`src/rtl/sync_pkg.sv`:
```
/*
  Shared constants, types and register map of the multichip counter
  synchronisation block. Assumes a single 20 MHz clock and AXI4-Lite.
*/
// Summary of operation
// The master engine spaces the starts of its transactions by the turnaround clocks.
// The slave engine spaces the starts of retried requests by its turnaround clocks.
// The slave flags a timeout when the master does not answer a request in time.
// The slave flags failure when a software-requested immediate sync fails.
// The slave flags success when a software-requested immediate sync passes.
// The slave flags exhaustion when sync still fails after the set retries.
// The slave retries up to the retry limit, then interrupts and stalls.
// Each engine runs only while enabled; the immediate bit starts one at once.
package sync_pkg;
  localparam int AXI_ADDR_W = 8;
  localparam int COUNT_W = 64;
  localparam int TURN_W = 5;
  localparam int RETRY_W = 5;
  localparam int IRQ_W = 4;

  localparam logic [7:0] OFF_MST_CTRL = 8'h00;
  localparam logic [7:0] OFF_SLV_CTRL = 8'h04;
  localparam logic [7:0] OFF_IRQ_STATUS = 8'h08;
  localparam logic [7:0] OFF_IRQ_MASK = 8'h0C;
  localparam logic [7:0] OFF_SYNC_STATE = 8'h10;
  localparam logic [7:0] OFF_RETRY_LIMIT = 8'h28;

  localparam int CTRL_EN_BIT = 0;
  localparam int CTRL_IMM_BIT = 1;
  localparam int CTRL_TURN_LSB = 2;
  localparam int IRQ_EXHAUST_BIT = 0;
  localparam int IRQ_PASS_BIT = 1;
  localparam int IRQ_FAIL_BIT = 2;
  localparam int IRQ_TIMEOUT_BIT = 3;

  localparam logic [TURN_W-1:0] TURN_RESET = 5'h00;
  localparam logic [RETRY_W-1:0] RETRY_RESET = 5'h00;
  localparam logic [IRQ_W-1:0] IRQ_RESET = 4'h0;
  localparam logic [IRQ_W-1:0] MASK_RESET = 4'h0;

  localparam logic [1:0] RESP_OKAY = 2'b00;
  localparam logic [1:0] RESP_SLVERR = 2'b10;

  localparam int CLK_PERIOD_NS = 50;
  localparam int TIMEOUT_NS = 10000;
  localparam int TIMEOUT_CYCLES =
    (TIMEOUT_NS + CLK_PERIOD_NS - 1) / CLK_PERIOD_NS;

  typedef struct packed {
    logic [TURN_W-1:0] turnaround;
    logic enable;
  } sync_ctrl_s;

  // Layout matches the interrupt status register
  typedef struct packed {
    logic timeout;
    logic failed;
    logic passed;
    logic exhausted;
  } sync_event_s;

  // One sync message: master broadcast or answer to a slave
  typedef struct packed {
    logic valid;
    logic ok;
    logic [COUNT_W-1:0] count;
  } sync_msg_s;

  typedef enum logic [1:0] {
    SL_IDLE = 2'b00,
    SL_WAIT = 2'b01,
    SL_GAP = 2'b10,
    SL_STALL = 2'b11
  } slave_state_e;
endpackage

```
`src/rtl/multichip_counter_sync.sv`:
```
/*
  Top of the multichip counter sync block: AXI4-Lite register slave,
  interrupt status and mask, master and slave sync engines.
  Assumes one 20 MHz clock and link signals synchronous to it.
*/
`timescale 1ns/1ps
module multichip_counter_sync
#(
  parameter int TIMEOUT_CYCLES = sync_pkg::TIMEOUT_CYCLES
)
(
  input wire logic clock,
  input wire logic rst,
  input wire logic [sync_pkg::AXI_ADDR_W-1:0] s_axi_awaddr,
  input wire logic [2:0] s_axi_awprot,
  input wire logic s_axi_awvalid,
  output logic s_axi_awready,
  input wire logic [31:0] s_axi_wdata,
  input wire logic [3:0] s_axi_wstrb,
  input wire logic s_axi_wvalid,
  output logic s_axi_wready,
  output logic [1:0] s_axi_bresp,
  output logic s_axi_bvalid,
  input wire logic s_axi_bready,
  input wire logic [sync_pkg::AXI_ADDR_W-1:0] s_axi_araddr,
  input wire logic [2:0] s_axi_arprot,
  input wire logic s_axi_arvalid,
  output logic s_axi_arready,
  output logic [31:0] s_axi_rdata,
  output logic [1:0] s_axi_rresp,
  output logic s_axi_rvalid,
  input wire logic s_axi_rready,
  input wire logic [sync_pkg::COUNT_W-1:0] counterIn,
  input wire logic slaveReqIn,
  output sync_pkg::sync_msg_s mstTxMsg,
  output logic slvReqOut,
  input sync_pkg::sync_msg_s slvRespMsg,
  output logic loadPulse,
  output logic [sync_pkg::COUNT_W-1:0] loadValue,
  output logic stalled,
  output logic irq
);
  sync_pkg::sync_ctrl_s mstCtrl_r;
  sync_pkg::sync_ctrl_s slvCtrl_r;
  logic [sync_pkg::IRQ_W-1:0] irqStatus_r;
  logic [sync_pkg::IRQ_W-1:0] irqMask_r;
  logic [sync_pkg::RETRY_W-1:0] retryLimit_r;
  logic mstImm_r;
  logic slvImm_r;
  sync_pkg::sync_event_s slvEvents;

  logic [sync_pkg::AXI_ADDR_W-1:0] awAddr_r;
  logic awHeld_r;
  logic [31:0] wData_r;
  logic [3:0] wStrb_r;
  logic wHeld_r;
  logic wrFire;
  logic wrLow;
  logic [7:0] wrAddr;
  logic [7:0] rdAddr;
  logic wrHit;
  logic rdHit;
  logic [31:0] rdWord;
  logic [sync_pkg::IRQ_W-1:0] eventBits;
  logic [sync_pkg::IRQ_W-1:0] clearBits;

  // Write address and data are accepted in either order
  assign s_axi_awready = ~awHeld_r & ~s_axi_bvalid;
  assign s_axi_wready = ~wHeld_r & ~s_axi_bvalid;
  assign s_axi_arready = ~s_axi_rvalid;
  assign wrFire = awHeld_r & wHeld_r & ~s_axi_bvalid;
  // Every field lives in byte lane 0
  assign wrLow = wrFire & wStrb_r[0];
  assign wrAddr = {awAddr_r[7:2], 2'b00};
  assign rdAddr = {s_axi_araddr[7:2], 2'b00};

  always_ff @(posedge clock)
  begin
    if (rst)
    begin
      awHeld_r <= 1'b0;
      awAddr_r <= '0;
    end
    else if (s_axi_awvalid && s_axi_awready)
    begin
      awHeld_r <= 1'b1;
      awAddr_r <= s_axi_awaddr;
    end
    else if (wrFire)
      awHeld_r <= 1'b0;
  end

  always_ff @(posedge clock)
  begin
    if (rst)
    begin
      wHeld_r <= 1'b0;
      wData_r <= 32'h0000_0000;
      wStrb_r <= 4'h0;
    end
    else if (s_axi_wvalid && s_axi_wready)
    begin
      wHeld_r <= 1'b1;
      wData_r <= s_axi_wdata;
      wStrb_r <= s_axi_wstrb;
    end
    else if (wrFire)
      wHeld_r <= 1'b0;
  end

  always_comb
  begin
    case (wrAddr)
      sync_pkg::OFF_MST_CTRL,
      sync_pkg::OFF_SLV_CTRL,
      sync_pkg::OFF_IRQ_STATUS,
      sync_pkg::OFF_IRQ_MASK,
      sync_pkg::OFF_SYNC_STATE,
      sync_pkg::OFF_RETRY_LIMIT:
        wrHit = 1'b1;
      default:
        wrHit = 1'b0;
    endcase
  end

  always_ff @(posedge clock)
  begin
    if (rst)
    begin
      s_axi_bvalid <= 1'b0;
      s_axi_bresp <= sync_pkg::RESP_OKAY;
    end
    else if (wrFire)
    begin
      s_axi_bvalid <= 1'b1;
      s_axi_bresp <= wrHit ? sync_pkg::RESP_OKAY : sync_pkg::RESP_SLVERR;
    end
    else if (s_axi_bready)
      s_axi_bvalid <= 1'b0;
  end

  always_ff @(posedge clock)
  begin
    if (rst)
    begin
      mstCtrl_r.enable <= 1'b0;
      mstCtrl_r.turnaround <= sync_pkg::TURN_RESET;
    end
    else if (wrLow && wrAddr == sync_pkg::OFF_MST_CTRL)
    begin
      mstCtrl_r.enable <= wData_r[sync_pkg::CTRL_EN_BIT];
      mstCtrl_r.turnaround <=
        wData_r[sync_pkg::CTRL_TURN_LSB +: sync_pkg::TURN_W];
    end
  end

  always_ff @(posedge clock)
  begin
    if (rst)
    begin
      slvCtrl_r.enable <= 1'b0;
      slvCtrl_r.turnaround <= sync_pkg::TURN_RESET;
    end
    else if (wrLow && wrAddr == sync_pkg::OFF_SLV_CTRL)
    begin
      slvCtrl_r.enable <= wData_r[sync_pkg::CTRL_EN_BIT];
      slvCtrl_r.turnaround <=
        wData_r[sync_pkg::CTRL_TURN_LSB +: sync_pkg::TURN_W];
    end
  end

  // Immediate bit is a one-cycle trigger; it never stays set
  always_ff @(posedge clock)
  begin
    if (rst)
    begin
      mstImm_r <= 1'b0;
      slvImm_r <= 1'b0;
    end
    else
    begin
      mstImm_r <= wrLow && wrAddr == sync_pkg::OFF_MST_CTRL
        && wData_r[sync_pkg::CTRL_IMM_BIT];
      slvImm_r <= wrLow && wrAddr == sync_pkg::OFF_SLV_CTRL
        && wData_r[sync_pkg::CTRL_IMM_BIT];
    end
  end

  always_ff @(posedge clock)
  begin
    if (rst)
      retryLimit_r <= sync_pkg::RETRY_RESET;
    else if (wrLow && wrAddr == sync_pkg::OFF_RETRY_LIMIT)
      retryLimit_r <= wData_r[sync_pkg::RETRY_W-1:0];
  end

  always_ff @(posedge clock)
  begin
    if (rst)
      irqMask_r <= sync_pkg::MASK_RESET;
    else if (wrLow && wrAddr == sync_pkg::OFF_IRQ_MASK)
      irqMask_r <= wData_r[sync_pkg::IRQ_W-1:0];
  end

  assign eventBits = slvEvents;
  assign clearBits = (wrLow && wrAddr == sync_pkg::OFF_IRQ_STATUS) ?
    wData_r[sync_pkg::IRQ_W-1:0] : 4'h0;

  // A new event outweighs a clear landing in the same cycle
  always_ff @(posedge clock)
  begin
    if (rst)
      irqStatus_r <= sync_pkg::IRQ_RESET;
    else
      irqStatus_r <= (irqStatus_r & ~clearBits) | eventBits;
  end

  assign irq = |(irqStatus_r & irqMask_r);

  always_comb
  begin
    rdHit = 1'b1;
    rdWord = 32'h0000_0000;
    case (rdAddr)
      sync_pkg::OFF_MST_CTRL:
      begin
        rdWord[sync_pkg::CTRL_EN_BIT] = mstCtrl_r.enable;
        rdWord[sync_pkg::CTRL_TURN_LSB +: sync_pkg::TURN_W] =
          mstCtrl_r.turnaround;
      end
      sync_pkg::OFF_SLV_CTRL:
      begin
        rdWord[sync_pkg::CTRL_EN_BIT] = slvCtrl_r.enable;
        rdWord[sync_pkg::CTRL_TURN_LSB +: sync_pkg::TURN_W] =
          slvCtrl_r.turnaround;
      end
      sync_pkg::OFF_IRQ_STATUS:
        rdWord[sync_pkg::IRQ_W-1:0] = irqStatus_r;
      sync_pkg::OFF_IRQ_MASK:
        rdWord[sync_pkg::IRQ_W-1:0] = irqMask_r;
      sync_pkg::OFF_SYNC_STATE:
        rdWord[0] = stalled;
      sync_pkg::OFF_RETRY_LIMIT:
        rdWord[sync_pkg::RETRY_W-1:0] = retryLimit_r;
      default:
        rdHit = 1'b0;
    endcase
  end

  always_ff @(posedge clock)
  begin
    if (rst)
    begin
      s_axi_rvalid <= 1'b0;
      s_axi_rdata <= 32'h0000_0000;
      s_axi_rresp <= sync_pkg::RESP_OKAY;
    end
    else if (s_axi_arvalid && s_axi_arready)
    begin
      s_axi_rvalid <= 1'b1;
      s_axi_rdata <= rdWord;
      s_axi_rresp <= rdHit ? sync_pkg::RESP_OKAY : sync_pkg::RESP_SLVERR;
    end
    else if (s_axi_rready)
      s_axi_rvalid <= 1'b0;
  end

  sync_master_engine u_master
  (
    .clock(clock),
    .rst(rst),
    .ctrl(mstCtrl_r),
    .immPulse(mstImm_r),
    .slaveReq(slaveReqIn),
    .counterIn(counterIn),
    .txMsg(mstTxMsg)
  );

  sync_slave_engine
  #(
    .TIMEOUT_CYCLES(TIMEOUT_CYCLES)
  )
  u_slave
  (
    .clock(clock),
    .rst(rst),
    .ctrl(slvCtrl_r),
    .immPulse(slvImm_r),
    .retryLimit(retryLimit_r),
    .respMsg(slvRespMsg),
    .syncReq(slvReqOut),
    .loadPulse(loadPulse),
    .loadValue(loadValue),
    .events(slvEvents),
    .stalled(stalled)
  );
endmodule

```
`src/rtl/sync_master_engine.sv`:
```
/*
  Master-chip sync engine: issues counter sync transactions on request.
  Assumes requests from slave chips are synchronous one-cycle pulses.
*/
`timescale 1ns/1ps
module sync_master_engine
(
  input wire logic clock,
  input wire logic rst,
  input sync_pkg::sync_ctrl_s ctrl,
  input wire logic immPulse,
  input wire logic slaveReq,
  input wire logic [sync_pkg::COUNT_W-1:0] counterIn,
  output sync_pkg::sync_msg_s txMsg
);
  logic [sync_pkg::TURN_W-1:0] gap_r;
  logic pend_r;
  logic want;
  logic fire;
  logic [sync_pkg::TURN_W-1:0] turnEff;

  assign want = ctrl.enable & (immPulse | slaveReq);
  assign fire = ctrl.enable & pend_r & (gap_r == 5'h00);
  // Zero turnaround still means one clock between starts
  assign turnEff = (ctrl.turnaround == 5'h00) ? 5'h01 : ctrl.turnaround;

  always_ff @(posedge clock)
  begin
    if (rst)
      gap_r <= 5'h00;
    else if (fire)
      gap_r <= turnEff - 5'h01;
    else if (gap_r != 5'h00)
      gap_r <= gap_r - 5'h01;
  end

  always_ff @(posedge clock)
  begin
    if (rst)
      pend_r <= 1'b0;
    else if (!ctrl.enable)
      pend_r <= 1'b0;
    else if (want)
      pend_r <= 1'b1;
    else if (fire)
      pend_r <= 1'b0;
  end

  always_ff @(posedge clock)
  begin
    if (rst)
      txMsg <= '0;
    else
    begin
      txMsg.valid <= fire;
      txMsg.ok <= fire;
      if (fire)
        txMsg.count <= counterIn;
    end
  end
endmodule

```
`src/rtl/sync_slave_engine.sv`:
```
/*
  Slave-chip sync engine: requests the master count, retries, stalls.
  Assumes the answer arrives as a one-cycle message from the master chip.
*/
`timescale 1ns/1ps
module sync_slave_engine
#(
  parameter int TIMEOUT_CYCLES = sync_pkg::TIMEOUT_CYCLES
)
(
  input wire logic clock,
  input wire logic rst,
  input sync_pkg::sync_ctrl_s ctrl,
  input wire logic immPulse,
  input wire logic [sync_pkg::RETRY_W-1:0] retryLimit,
  input sync_pkg::sync_msg_s respMsg,
  output logic syncReq,
  output logic loadPulse,
  output logic [sync_pkg::COUNT_W-1:0] loadValue,
  output sync_pkg::sync_event_s events,
  output logic stalled
);
  sync_pkg::slave_state_e state_r;
  logic [sync_pkg::TURN_W-1:0] gap_r;
  logic [sync_pkg::RETRY_W-1:0] tries_r;
  logic [15:0] timer_r;
  logic immSeq_r;
  logic enPrev_r;
  logic beginSeq;
  logic timedOut;
  logic failNow;
  logic passNow;
  logic retryNow;
  logic [sync_pkg::TURN_W-1:0] turnEff;

  assign beginSeq = ctrl.enable & (immPulse | ~enPrev_r)
    & (state_r == sync_pkg::SL_IDLE);
  assign timedOut = (state_r == sync_pkg::SL_WAIT) & ~respMsg.valid
    & (timer_r == 16'(TIMEOUT_CYCLES - 1));
  assign passNow = (state_r == sync_pkg::SL_WAIT) & respMsg.valid
    & respMsg.ok;
  assign failNow = timedOut | ((state_r == sync_pkg::SL_WAIT)
    & respMsg.valid & ~respMsg.ok);
  assign retryNow = (state_r == sync_pkg::SL_GAP) & (gap_r == 5'h00);
  assign turnEff = (ctrl.turnaround == 5'h00) ? 5'h01 : ctrl.turnaround;
  assign stalled = (state_r == sync_pkg::SL_STALL);

  always_ff @(posedge clock)
  begin
    if (rst)
      enPrev_r <= 1'b0;
    else
      enPrev_r <= ctrl.enable;
  end

  always_ff @(posedge clock)
  begin
    if (rst)
      state_r <= sync_pkg::SL_IDLE;
    else if (!ctrl.enable)
      state_r <= sync_pkg::SL_IDLE;
    else
    begin
      case (state_r)
        sync_pkg::SL_IDLE:
          if (beginSeq)
            state_r <= sync_pkg::SL_WAIT;
        sync_pkg::SL_WAIT:
          if (passNow)
            state_r <= sync_pkg::SL_IDLE;
          else if (failNow && tries_r >= retryLimit)
            state_r <= sync_pkg::SL_STALL;
          else if (failNow)
            state_r <= sync_pkg::SL_GAP;
        sync_pkg::SL_GAP:
          if (retryNow)
            state_r <= sync_pkg::SL_WAIT;
        sync_pkg::SL_STALL:
          state_r <= sync_pkg::SL_STALL;
        default:
          state_r <= sync_pkg::SL_IDLE;
      endcase
    end
  end

  always_ff @(posedge clock)
  begin
    if (rst || beginSeq)
      tries_r <= 5'h00;
    else if (failNow && tries_r < retryLimit)
      tries_r <= tries_r + 5'h01;
  end

  // Gap counts from the start of the previous request
  always_ff @(posedge clock)
  begin
    if (rst)
      gap_r <= 5'h00;
    else if (beginSeq || retryNow)
      gap_r <= turnEff - 5'h01;
    else if (gap_r != 5'h00)
      gap_r <= gap_r - 5'h01;
  end

  always_ff @(posedge clock)
  begin
    if (rst || beginSeq || retryNow)
      timer_r <= 16'h0000;
    else if (state_r == sync_pkg::SL_WAIT)
      timer_r <= timer_r + 16'h0001;
  end

  always_ff @(posedge clock)
  begin
    if (rst)
      immSeq_r <= 1'b0;
    else if (beginSeq)
      immSeq_r <= immPulse;
  end

  always_ff @(posedge clock)
  begin
    if (rst)
    begin
      syncReq <= 1'b0;
      loadPulse <= 1'b0;
      loadValue <= '0;
      events <= '0;
    end
    else
    begin
      syncReq <= beginSeq | retryNow;
      loadPulse <= passNow;
      if (passNow)
        loadValue <= respMsg.count;
      events.timeout <= timedOut;
      events.passed <= passNow & immSeq_r;
      events.failed <= failNow & immSeq_r
        & (tries_r >= retryLimit);
      events.exhausted <= failNow & (tries_r >= retryLimit);
    end
  end
endmodule
```
`config.mk`:
```
export PLATFORM = sky130hd
export DESIGN_NAME = multichip_counter_sync
export DESIGN_NICKNAME = d
export VERILOG_FILES = /design/src/rtl/sync_pkg.sv /design/src/rtl/multichip_counter_sync.sv /design/src/rtl/sync_master_engine.sv /design/src/rtl/sync_slave_engine.sv
export SDC_FILE = /design/constraint.sdc
export NUM_CORES = 1
export LEC_CHECK = 0
export CAP_MARGIN = 20
export CORE_MARGIN = 2
export CORE_UTILIZATION = 44
export CTS_CLUSTER_SIZE = 30
export DETAILED_ROUTE_END_ITERATION = 6
export DONT_BUFFER_PORTS = 1
export PLACE_DENSITY = 0.55
export SLEW_MARGIN = 20
export SYNTH_ARGS = -nofsm -noshare
export SYNTH_HDL_FRONTEND = slang
export SYNTH_SLANG_ARGS = --single-unit
```
`constraint.sdc`:
```
create_clock -name clock -period 7.4 [get_ports clock]
set_input_delay 0 -clock clock [delete_from_list [all_inputs] [get_ports clock]]
set_output_delay 0 -clock clock [all_outputs]
set_load 0.03 [all_outputs]
```
==> impl_results.html, run 1 <==
<table>
<tr><th>Metric</th><th>Value</th></tr>
<tr><th colspan="2">Setup path</th></tr>
<tr><td>Setup slack of the worst register-to-register path</td><td>4.45 ns</td></tr>
<tr><td>Worst reg2reg path startpoint</td><td>s_axi_bvalid</td></tr>
<tr><td>Capturing instance or port of the critical path</td><td>wData_r[6]</td></tr>
<tr><td>Reg-to-reg critical path endpoint</td><td>wData_r[6]</td></tr>
<tr><td>Crit Path Class</td><td>register to register</td></tr>
<tr><td>Origin of the worst setup path</td><td>s_axi_bvalid</td></tr>
<tr><td>Kind of capture point of the worst setup path</td><td>register</td></tr>
<tr><td>Critical Path Source Type</td><td>register</td></tr>
<tr><td>Worst path arrival time</td><td>roughly 3.4 ns</td></tr>
<tr><td>CP Data Required Time</td><td>7.85 ns</td></tr>
<tr><td>FF-to-FF path depth</td><td>6</td></tr>
<tr><td>Highest fanout seen on the critical path</td><td>8</td></tr>
<tr><th colspan="2">Routing</th></tr>
<tr><td>Final wirelength</td><td>24.5 mm</td></tr>
<tr><td>Antenna violation net count after detailed routing</td><td>0</td></tr>
<tr><td>DRC Markers</td><td>0</td></tr>
<tr><td>Routed vias</td><td>7725</td></tr>
<tr><td>Routed length per instance</td><td>between 15 and 20 um</td></tr>
<tr><td>Iteration count of the initial detailed-routing pass</td><td>5</td></tr>
<tr><td>DRT iter0 DRCs</td><td>around 400</td></tr>
<tr><td>Via density</td><td>roughly 5.1</td></tr>
<tr><th colspan="2">Global route</th></tr>
<tr><td>Initial antenna violation count</td><td>0</td></tr>
<tr><td>Met3 demand-to-capacity share in global routing</td><td>0.0734</td></tr>
<tr><td>Number of global-route vias before repair</td><td>7576</td></tr>
<tr><td>Met1 track utilization from global routing</td><td>0.273</td></tr>
<tr><td>GR Util All Layers</td><td>0.220</td></tr>
<tr><td>Peak-usage layer in the global routing report</td><td>met2</td></tr>
<tr><td>Total congestion overflow after global routing</td><td>0</td></tr>
<tr><td>Pin count of the biggest net entering global routing</td><td>195</td></tr>
<tr><td>GR Util met2</td><td>0.374</td></tr>
<tr><td>Wire length of the first global-routing pass</td><td>39.1 mm</td></tr>
<tr><th colspan="2">Pwr</th></tr>
<tr><td>Clock power frac</td><td>0.448</td></tr>
<tr><td>Reported net switching power</td><td>639 uW</td></tr>
<tr><td>Sequential share of power</td><td>0.460</td></tr>
<tr><td>Leakage Power</td><td>4.21 nW</td></tr>
<tr><td>Cell Int Power</td><td>approximately 2.1 mW</td></tr>
<tr><td>Share of power burned in combinational logic</td><td>0.092</td></tr>
<tr><td>Maximum VDD drop</td><td>0.000175 V</td></tr>
<tr><td>Switching share of power</td><td>0.231</td></tr>
<tr><td>Sum of internal, switching and leakage power</td><td>2.77 mW</td></tr>
<tr><td>Areal power density over the cells</td><td>239 nW/um^2</td></tr>
<tr><th colspan="2">Final layout</th></tr>
<tr><td>Area of all sequential standard cells</td><td>4500 um^2</td></tr>
<tr><td>Fill cell instance count of the final layout</td><td>1813</td></tr>
<tr><td>Antenna diode count</td><td>0</td></tr>
<tr><td>Share of the core filled with cells in the final layout</td><td>0.578</td></tr>
<tr><td>Area used by multi-input combinational logic</td><td>4020 um^2</td></tr>
<tr><td>NumNets Final</td><td>about 1400</td></tr>
<tr><td>Relative area change from synthesis to final layout</td><td>29.9%</td></tr>
<tr><td>Proportion of layout cells with a drive suffix above 1</td><td>0.0474</td></tr>
<tr><th colspan="2">Clocking</th></tr>
<tr><td>CTS tree</td><td>yes</td></tr>
<tr><td>H-Tree Depth</td><td>1</td></tr>
<tr><td>Clock network latency to the later pin of the worst-skew pair</td><td>between 0.5 and 0.6 ns</td></tr>
<tr><td>Maximum buffer depth of the clock tree</td><td>3</td></tr>
<tr><td>Number of buffers created by CTS</td><td>25</td></tr>
<tr><td>Clock transition at the registers of the reported paths</td><td>0.06 ns</td></tr>
<tr><td>Number of sinks on the clock net</td><td>225</td></tr>
<tr><td>CTS root buffer</td><td>sky130_fd_sc_hd__clkbuf_16</td></tr>
<tr><td>Number of gates resized after CTS</td><td>0</td></tr>
<tr><th colspan="2">Timing</th></tr>
<tr><td>Final critical path time including I/O delays and setup</td><td>2.95 ns</td></tr>
<tr><td>Relative slew margins</td><td>0.359</td></tr>
<tr><td>Worst hold margin</td><td>-0.0809 ns</td></tr>
<tr><td>Final setup skew</td><td>0.0111 ns</td></tr>
<tr><td>Slew of the pin with the lowest slew margin</td><td>0.953 ns</td></tr>
<tr><td>Share of the clock period used by the worst path after layout</td><td>0.399</td></tr>
<tr><td>Final hold vios</td><td>7</td></tr>
<tr><td>Number of setup violations in the final report</td><td>0</td></tr>
<tr><td>Smallest setup slack after layout</td><td>4.45 ns</td></tr>
<tr><td>Setup repair after global routing missed its margin</td><td>no</td></tr>
<tr><td>Max Clock Freq</td><td>0.339 GHz</td></tr>
<tr><td>Max-slew violation total from the final report</td><td>0</td></tr>
<tr><td>Accumulated negative setup slack</td><td>0 ns</td></tr>
<tr><th colspan="2">Placed design</th></tr>
<tr><td>Gp weighted congestion</td><td>0.767</td></tr>
<tr><td>Post-place setup slack</td><td>between 4 and 5 ns</td></tr>
<tr><td>Number of input and output port buffers inserted</td><td>0</td></tr>
<tr><td>Post-detailed-placement half-perimeter wirelength</td><td>between 15 and 20 mm</td></tr>
<tr><th colspan="2">Synth</th></tr>
<tr><td>Xor and xnor fraction of the mapped netlist area</td><td>0.0187</td></tr>
<tr><td>Netlist Area Pre-Place</td><td>approximately 8900 um^2</td></tr>
<tr><td>Flop and latch count out of synthesis</td><td>about 230</td></tr>
<tr><td>Number of enable-type register cells in the synthesized netlist</td><td>0</td></tr>
<tr><td>Post-synthesis cell count</td><td>roughly 1100</td></tr>
<tr><td>Count of synthesis-stage warnings from yosys</td><td>0</td></tr>
<tr><td>Post-synth ARST share</td><td>0</td></tr>
<tr><td>Main combinational cell family by area after synthesis</td><td>simple AND/OR/NAND/NOR gates</td></tr>
<tr><td>Synthesized-area fraction occupied by adder cells</td><td>0.0126</td></tr>
<tr><td>Synth Area in Simple Gates</td><td>0.233</td></tr>
<tr><td>Compound-Gate Fraction of Synth Area</td><td>0.129</td></tr>
<tr><td>Post-synthesis average cell area</td><td>roughly 8.2 um^2</td></tr>
<tr><td>Fraction of synthesized area in multiplexers</td><td>0.0434</td></tr>
<tr><td>Yosys cell types</td><td>61</td></tr>
<tr><td>Flip-flop cell with the highest count after synthesis</td><td>sky130_fd_sc_hd__dfxtp_1</td></tr>
<tr><td>Part of the Yosys area used for sequential elements</td><td>0.506</td></tr>
<tr><th colspan="2">Floorplan</th></tr>
<tr><td>Core Footprint</td><td>20000 um^2</td></tr>
<tr><td>Starting density of the core</td><td>0.445</td></tr>
<tr><td>Count of standard-cell rows</td><td>52</td></tr>
<tr><td>X dimension of the die</td><td>about 150 um</td></tr>
<tr><td>Die area</td><td>21400 um^2</td></tr>
<tr><td>Vertical die dimension</td><td>146 um</td></tr>
<tr><td>I/O pin cnt</td><td>371</td></tr>
<tr><th colspan="2">Worst hold path</th></tr>
<tr><td>WHS Path Cells</td><td>2</td></tr>
<tr><td>HP Class</td><td>input pin to register</td></tr>
<tr><th colspan="2">Status</th></tr>
<tr><td>Result of the run</td><td>finished with violations</td></tr>
<tr><td>Failing checks</td><td>hold timing</td></tr>
<tr><th colspan="2">Job</th></tr>
<tr><td>Max-cap violations</td><td>0</td></tr>
</table>
[state kept, by name (all words and copies together) (netlist names), 2 cells and up]
name and cells:
awAddr_r 6, irqMask_r 4, irqStatus_r 4, mstCtrl_r 6
retryLimit_r 5, s_axi_rdata 7, slvCtrl_r 6, u_master.gap_r 5
u_master.txMsg 65, u_slave.events 4, u_slave.gap_r 5, u_slave.loadValue 64
u_slave.state_r 2, u_slave.timer_r 16, u_slave.tries_r 5, wData_r 7
[worst min-delay path by stage]
stage,startpoint,endpoint,slack (ns)
6_report,rst,u_slave.loadPulse,-0.08
5_1_grt,rst,u_slave.loadPulse,0.02
2_1_floorplan,s_axi_rready,s_axi_rvalid,0.1
3_5_place_dp,rst,u_slave.loadValue[56],0.09
3_3_place_gp,rst,u_slave.loadPulse,0.09
4_1_cts,slvRespMsg[64],u_slave.tries_r[1],0.006
[synthesized netlist by cell type, types with 2 or more instances]
cell type	n	area [um^2]
sky130_fd_sc_hd__a22oi_1	3	22.5
sky130_fd_sc_hd__and3_1	4	25.0
sky130_fd_sc_hd__xor2_1	11	96.3
sky130_fd_sc_hd__nor3_1	13	65.1
sky130_fd_sc_hd__nand2_1	295	1110
sky130_fd_sc_hd__nor2b_1	5	31.3
sky130_fd_sc_hd__nand2b_1	10	62.6
sky130_fd_sc_hd__mux2i_1	33	330
sky130_fd_sc_hd__ha_1	9	113
sky130_fd_sc_hd__a41oi_1	2	17.5
sky130_fd_sc_hd__and2_1	3	18.8
sky130_fd_sc_hd__a21oi_1	166	831
sky130_fd_sc_hd__xnor2_1	8	70.1
sky130_fd_sc_hd__or4_1	6	45.0
sky130_fd_sc_hd__dfxtp_1	225	4500
sky130_fd_sc_hd__nand3b_1	5	37.5
sky130_fd_sc_hd__o31ai_1	3	22.5
sky130_fd_sc_hd__nand3_1	14	70.1
sky130_fd_sc_hd__buf_1	11	41.3
sky130_fd_sc_hd__buf_4	28	210
sky130_fd_sc_hd__nor4_1	7	43.8
sky130_fd_sc_hd__a311oi_1	3	26.3
sky130_fd_sc_hd__inv_1	13	48.8
sky130_fd_sc_hd__a211oi_1	9	67.6
sky130_fd_sc_hd__nand4_1	3	18.8
sky130_fd_sc_hd__a21o_1	2	15.0
sky130_fd_sc_hd__mux2_2	5	56.3
sky130_fd_sc_hd__o21a_1	2	15.0
sky130_fd_sc_hd__nor2_1	86	323
sky130_fd_sc_hd__o21ai_0	8	40.0
sky130_fd_sc_hd__clkbuf_1	44	165
sky130_fd_sc_hd__buf_2	5	25.0
sky130_fd_sc_hd__nor3b_1	4	30.0
sky130_fd_sc_hd__or3_1	7	43.8
sky130_fd_sc_hd__a221oi_1	2	17.5
[placed cells by master (no fill, tap or decap), drive strengths merged, types with 6 or more instances in the layout]
cell         count
a21oi          166
nor4             9
mux2i           33
nand3           14
nand3b           6
nor2            86
or4              6
a211oi           9
nand2          295
conb            27
xnor2            8
ha               9
clkbuf          39
o21ai            9
xor2            11
dlygate4sd3    178
nand2b          10
nor3            13
buf              6
inv             13
or3              8
dfxtp          225
[area by class of cell]
cell class              count  area share
flip-flops and latches    225       0.389
multi-input cells         778       0.347
repair buffers            184       0.160
clock buffers              39      0.0620
well taps                 270      0.0292
clock inverters             6     0.00908
inverters                  13     0.00421
[power by group through the flow]
stage | clock network [mW] | logic [mW] | registers (mW)
finish | 1.24 | 0.255 | 1.27
global route | 1.32 | 0.281 | 1.28
CTS | 1.28 | 0.253 | 1.27
detailed placement | 0 | 0.153 | 1.30
global placement | 0 | 0.150 | 1.30
floorplan | 0 | 0.159 | 1.29
[per-layer routing]
metal  wire length (um)  share of wire  up-vias
met5                  0              0        -
met4                359          0.015        0
met3               2230          0.091       31
met2              11700           0.48      283
met1              10300           0.42     3563
li1                   -              -     3848
[worst max-delay path, stage by stage, from the launching register on]
cell	delay, ns
sky130_fd_sc_hd__dfxtp_1	0.46
sky130_fd_sc_hd__nor2_1	0.63
sky130_fd_sc_hd__and2_1	0.42
sky130_fd_sc_hd__nand2_1	0.10
sky130_fd_sc_hd__dlygate4sd3_1	0.57
sky130_fd_sc_hd__a21oi_1	0.13
sky130_fd_sc_hd__dlygate4sd3_1	0.58
[timing repair]
| item | 4_1_cts | 5_1_grt |
|---|---|---|
| hold endpoints to repair | 209 | 0 |
| hold buffers | 179 | 0 |
| setup endpoints to repair | 0 | 0 |
| setup buffers | 0 | 0 |
[through the flow]
| stage | hold WS [ns] | cells | area [um^2] |
|---|---|---|---|
| 5_1_grt | 0.0215 | 1515 | 11600 |
| 2_1_floorplan | 0.0990 | 1106 | 9010 |
| 3_3_place_gp | 0.0858 | 1291 | 8940 |
| 3_5_place_dp | 0.0856 | 1291 | 8940 |
| 4_1_cts | 0.00561 | 1515 | 11600 |
| 6_report | -0.0809 | 1515 | 11600 |
[cell families (layout without fill, tap and decap cells)]
family | Yosys count | after routing
fa+ha+maj | 9 | 9
compound gates | 210 | 210
other cells | 1 | 27
simple gates | 475 | 475
buf+inv | 103 | 242
xor+xnor | 19 | 19
flops | 225 | 225
mux | 38 | 38
Note: power is estimated with default switching activity, not from simulation.
==> run 2, diff against run 1 <==
Settings changed: ABC_AREA set to 1, PLACE_DENSITY 0.55 to 0.57.
Clock period 7.4 ns to 2.6 ns, I/O delays scaled along.
==> impl_results.html, run 2 <==
<table>
<tr><th>Metric</th><th>Value</th></tr>
<tr><th colspan="2">Clocking</th></tr>
<tr><td>CTS tree</td><td>yes</td></tr>
<tr><td>Number of sinks on the clock net</td><td>225</td></tr>
<tr><td>CTS root buffer</td><td>sky130_fd_sc_hd__clkbuf_16</td></tr>
<tr><td>Post-CTS Setup Repair Bufs</td><td>0</td></tr>
<tr><td>Maximum buffer depth of the clock tree</td><td>3</td></tr>
<tr><td>Clock network latency to the later pin of the worst-skew pair</td><td>0.52 ns</td></tr>
<tr><td>Number of buffers created by CTS</td><td>24</td></tr>
<tr><td>Clock transition at the registers of the reported paths</td><td>0.06 ns</td></tr>
<tr><td>H-Tree Depth</td><td>1</td></tr>
<tr><th colspan="2">Global route</th></tr>
<tr><td>Pin count of the biggest net entering global routing</td><td>82</td></tr>
<tr><td>Wire length of the first global-routing pass</td><td>39.9 mm</td></tr>
<tr><td>Number of global-route vias before repair</td><td>7939</td></tr>
<tr><td>GR Util All Layers</td><td>0.221</td></tr>
<tr><td>Total congestion overflow after global routing</td><td>0</td></tr>
<tr><td>Initial antenna violation count</td><td>0</td></tr>
<tr><th colspan="2">Timing</th></tr>
<tr><td>Max Clock Freq</td><td>roughly 0.43 GHz</td></tr>
<tr><td>Final critical path time including I/O delays and setup</td><td>2.34 ns</td></tr>
<tr><td>Slew of the pin with the lowest slew margin</td><td>0.699 ns</td></tr>
<tr><td>Final hold vios</td><td>0</td></tr>
<tr><td>Accumulated negative setup slack</td><td>0 ns</td></tr>
<tr><td>Max-slew violation total from the final report</td><td>0</td></tr>
<tr><td>Final setup skew</td><td>0.0182 ns</td></tr>
<tr><td>Setup repair after global routing missed its margin</td><td>no</td></tr>
<tr><td>Relative slew margins</td><td>0.533</td></tr>
<tr><td>Number of setup violations in the final report</td><td>0</td></tr>
<tr><td>Share of the clock period used by the worst path after layout</td><td>0.899</td></tr>
<tr><th colspan="2">Pwr</th></tr>
<tr><td>Switching share of power</td><td>0.241</td></tr>
<tr><td>Leakage Power</td><td>4.72 nW</td></tr>
<tr><td>Maximum VDD drop</td><td>approximately 0.00043 V</td></tr>
<tr><td>Sequential share of power</td><td>0.444</td></tr>
<tr><td>Share of power burned in combinational logic</td><td>0.108</td></tr>
<tr><td>Cell Int Power</td><td>6.20 mW</td></tr>
<tr><td>Areal power density over the cells</td><td>698 nW/um^2</td></tr>
<tr><td>Reported net switching power</td><td>between 1.5 and 2 mW</td></tr>
<tr><td>Clock power frac</td><td>0.449</td></tr>
<tr><th colspan="2">Placed design</th></tr>
<tr><td>Number of input and output port buffers inserted</td><td>0</td></tr>
<tr><td>Total instance count after detailed placement</td><td>~1400</td></tr>
<tr><td>Post-detailed-placement half-perimeter wirelength</td><td>about 16 mm</td></tr>
<tr><td>Gp weighted congestion</td><td>0.808</td></tr>
<tr><td>Placed instance area</td><td>9160 um^2</td></tr>
<tr><th colspan="2">Final layout</th></tr>
<tr><td>Relative area change from synthesis to final layout</td><td>28.8%</td></tr>
<tr><td>NumNets Final</td><td>1557</td></tr>
<tr><td>Most flops, register</td><td>u_master.txMsg</td></tr>
<tr><td>Fill cell instance count of the final layout</td><td>1783</td></tr>
<tr><td>Area used by multi-input combinational logic</td><td>3860 um^2</td></tr>
<tr><td>Most frequent cells in the layout</td><td>321 x sky130_fd_sc_hd__nor2_1, 225 x sky130_fd_sc_hd__dfxtp_1, 189 x sky130_fd_sc_hd__o21ai_0, 164 x sky130_fd_sc_hd__dlygate4sd3_1, 96 x sky130_fd_sc_hd__nand2_1</td></tr>
<tr><td>Largest register FFs</td><td>65</td></tr>
<tr><td>Share of the core filled with cells in the final layout</td><td>0.577</td></tr>
<tr><td>Registers with the most flip-flops</td><td>u_master.txMsg: 65 flops, u_slave.loadValue: 64 flops, u_slave.timer_r: 16 flops</td></tr>
<tr><td>Most frequent standard cell in the layout excluding fill and tap cells</td><td>sky130_fd_sc_hd__nor2_1</td></tr>
<tr><td>Area of all sequential standard cells</td><td>~4500 um^2</td></tr>
<tr><td>Design Area, Final</td><td>around 12000 um^2</td></tr>
<tr><td>Proportion of layout cells with a drive suffix above 1</td><td>0.0600</td></tr>
<tr><td>Antenna diode count</td><td>0</td></tr>
<tr><td>Post-Layout Cell Count</td><td>between 1500 and 2000</td></tr>
<tr><th colspan="2">Routing</th></tr>
<tr><td>Iteration count of the initial detailed-routing pass</td><td>6</td></tr>
<tr><td>Antenna violation net count after detailed routing</td><td>0</td></tr>
<tr><td>Via density</td><td>around 5</td></tr>
<tr><td>DRT iter0 DRCs</td><td>334</td></tr>
<tr><td>Routed length per instance</td><td>15.2 um</td></tr>
<tr><td>Final wirelength</td><td>24.9 mm</td></tr>
<tr><td>DRC Markers</td><td>0</td></tr>
<tr><td>Routed vias</td><td>roughly 8000</td></tr>
<tr><th colspan="2">Setup path</th></tr>
<tr><td>CP Data Required Time</td><td>roughly 3.1 ns</td></tr>
<tr><td>Crit Path Class</td><td>register to register</td></tr>
<tr><td>Highest fanout seen on the critical path</td><td>10</td></tr>
<tr><td>Setup slack of the worst register-to-register path</td><td>0.26 ns</td></tr>
<tr><td>Worst path arrival time</td><td>2.82 ns</td></tr>
<tr><td>Kind of capture point of the worst setup path</td><td>register</td></tr>
<tr><td>Critical Path Source Type</td><td>register</td></tr>
<tr><th colspan="2">Synth</th></tr>
<tr><td>Post-synth ARST share</td><td>0</td></tr>
<tr><td>Flop and latch count out of synthesis</td><td>225</td></tr>
<tr><td>Flip-flop cell with the highest count after synthesis</td><td>sky130_fd_sc_hd__dfxtp_1</td></tr>
<tr><td>Leading post-synthesis cells by cell area</td><td>sky130_fd_sc_hd__dfxtp_1 50%, sky130_fd_sc_hd__nor2_1 13%, sky130_fd_sc_hd__o21ai_0 10%</td></tr>
<tr><td>Part of the Yosys area used for sequential elements</td><td>0.497</td></tr>
<tr><td>Number of enable-type register cells in the synthesized netlist</td><td>0</td></tr>
<tr><td>Netlist Area Pre-Place</td><td>9060 um^2</td></tr>
<tr><td>Library cell with the highest instance count after synthesis</td><td>sky130_fd_sc_hd__nor2_1</td></tr>
<tr><td>Count of synthesis-stage warnings from yosys</td><td>0</td></tr>
<tr><td>Most used standard cells in the synthesized netlist</td><td>322 x sky130_fd_sc_hd__nor2_1, 225 x sky130_fd_sc_hd__dfxtp_1, 189 x sky130_fd_sc_hd__o21ai_0</td></tr>
<tr><td>Post-synthesis cell count</td><td>1210</td></tr>
<tr><td>Fraction of synthesized cell area taken by the top area cell type</td><td>0.497</td></tr>
<tr><td>Post-synthesis average cell area</td><td>7.49 um^2</td></tr>
<tr><td>Yosys cell types</td><td>42</td></tr>
<tr><td>Library cell occupying the most area in the post-synthesis netlist</td><td>sky130_fd_sc_hd__dfxtp_1</td></tr>
<tr><th colspan="2">Floorplan</th></tr>
<tr><td>Die area</td><td>21800 um^2</td></tr>
<tr><td>Core Footprint</td><td>approximately 20000 um^2</td></tr>
<tr><td>Count of standard-cell rows</td><td>between 50 and 60</td></tr>
<tr><td>Vertical die dimension</td><td>148 um</td></tr>
<tr><td>I/O pin cnt</td><td>371</td></tr>
<tr><td>X dimension of the die</td><td>148 um</td></tr>
<tr><td>Starting density of the core</td><td>0.448</td></tr>
<tr><th colspan="2">Job</th></tr>
<tr><td>Max-cap violations</td><td>0</td></tr>
<tr><th colspan="2">Status</th></tr>
<tr><td>Result of the run</td><td>finished, final reports clean</td></tr>
<tr><th colspan="2">Worst hold path</th></tr>
<tr><td>HP Class</td><td>input pin to register</td></tr>
</table>
==> run 2: kinds of logic after synthesis <==
logic type               count (synthesis)  synth area share
adder cells (fa/ha/maj)                  9            0.0124
flip-flops                             225             0.497
AND/OR/NAND/NOR                        514             0.241
XOR/XNOR                                 6           0.00580
AO/OA/AOI/OAI                          273             0.154
buffers and inverters                  182            0.0899
other                                    1          0.000414
==> run 2: power groups by stage <==
| stage | Combinational (mW) | Clock [mW] | Sequential (mW) |
|---|---|---|---|
| detailed placement | 0.662 | 0 | 3.70 |
| finish | 0.877 | 3.66 | 3.62 |
| CTS | 0.874 | 3.75 | 3.62 |
| floorplan | 0.585 | 0 | 3.68 |
| global placement | 0.655 | 0 | 3.69 |
| global route | 1.01 | 3.89 | 3.63 |
==> run 2: area by class of cell <==
type / count / share of cell area
multi-input combinational: 829 / 0.331
sequential: 225 / 0.386
clock inverter: 7 / 0.0125
timing repair buffer: 173 / 0.150
tap: 270 / 0.0289
inverter: 99 / 0.0320
clock buffer: 34 / 0.0606
==> run 2: layer usage <==
metal	global-route usage	part of all wire	wire, um	vias up
met3	0.0623	0.090	2240	31
met4	0.0481	0.015	371	0
li1	-	-	-	4146
met5	0	0	0	-
met1	0.270	0.42	10400	3747
met2	0.388	0.48	11900	295
==> run 2: per-stage QoR <==
step	setup slack (ns)	power (mW)	hold slack (ns)
after floorplan	0.941	4.26	0.135
after global placement	0.675	4.35	0.0788
after detailed placement	0.679	4.36	0.0790
after CTS	0.143	8.24	0.0147
after global routing	0.0803	8.53	0.0374
final	0.263	8.16	0.000542
==> run 2: repair_timing <==
action,4_1_cts,5_1_grt
hold buffers,165,0
endpoints found under the setup margin,0,2
endpoints found under the hold margin,212,0
resized for setup,0,2
==> run 2: worst max-delay path, cell delays in order (launching register included) <==
cell                            delay (ns)
sky130_fd_sc_hd__dfxtp_1              0.52
sky130_fd_sc_hd__inv_1                0.30
sky130_fd_sc_hd__nand2_2              0.25
sky130_fd_sc_hd__clkinv_1             0.28
sky130_fd_sc_hd__o21ai_0              0.16
sky130_fd_sc_hd__nor2_1               0.06
sky130_fd_sc_hd__nand3_1              0.08
sky130_fd_sc_hd__dlygate4sd3_1        0.55
sky130_fd_sc_hd__nand2_1              0.05
sky130_fd_sc_hd__inv_1                0.04
==> run 2: worst paths after layout <==
check | start | to | cells past startpoint
setup / recovery | s_axi_rvalid | s_axi_rdata[0] | 9
hold / removal | s_axi_araddr[7] | s_axi_rdata[4] | 5
setup reg to reg | s_axi_rvalid | s_axi_rdata[0] | 9
hold reg to reg | u_slave.events[1] | irqStatus_r[1] | 2
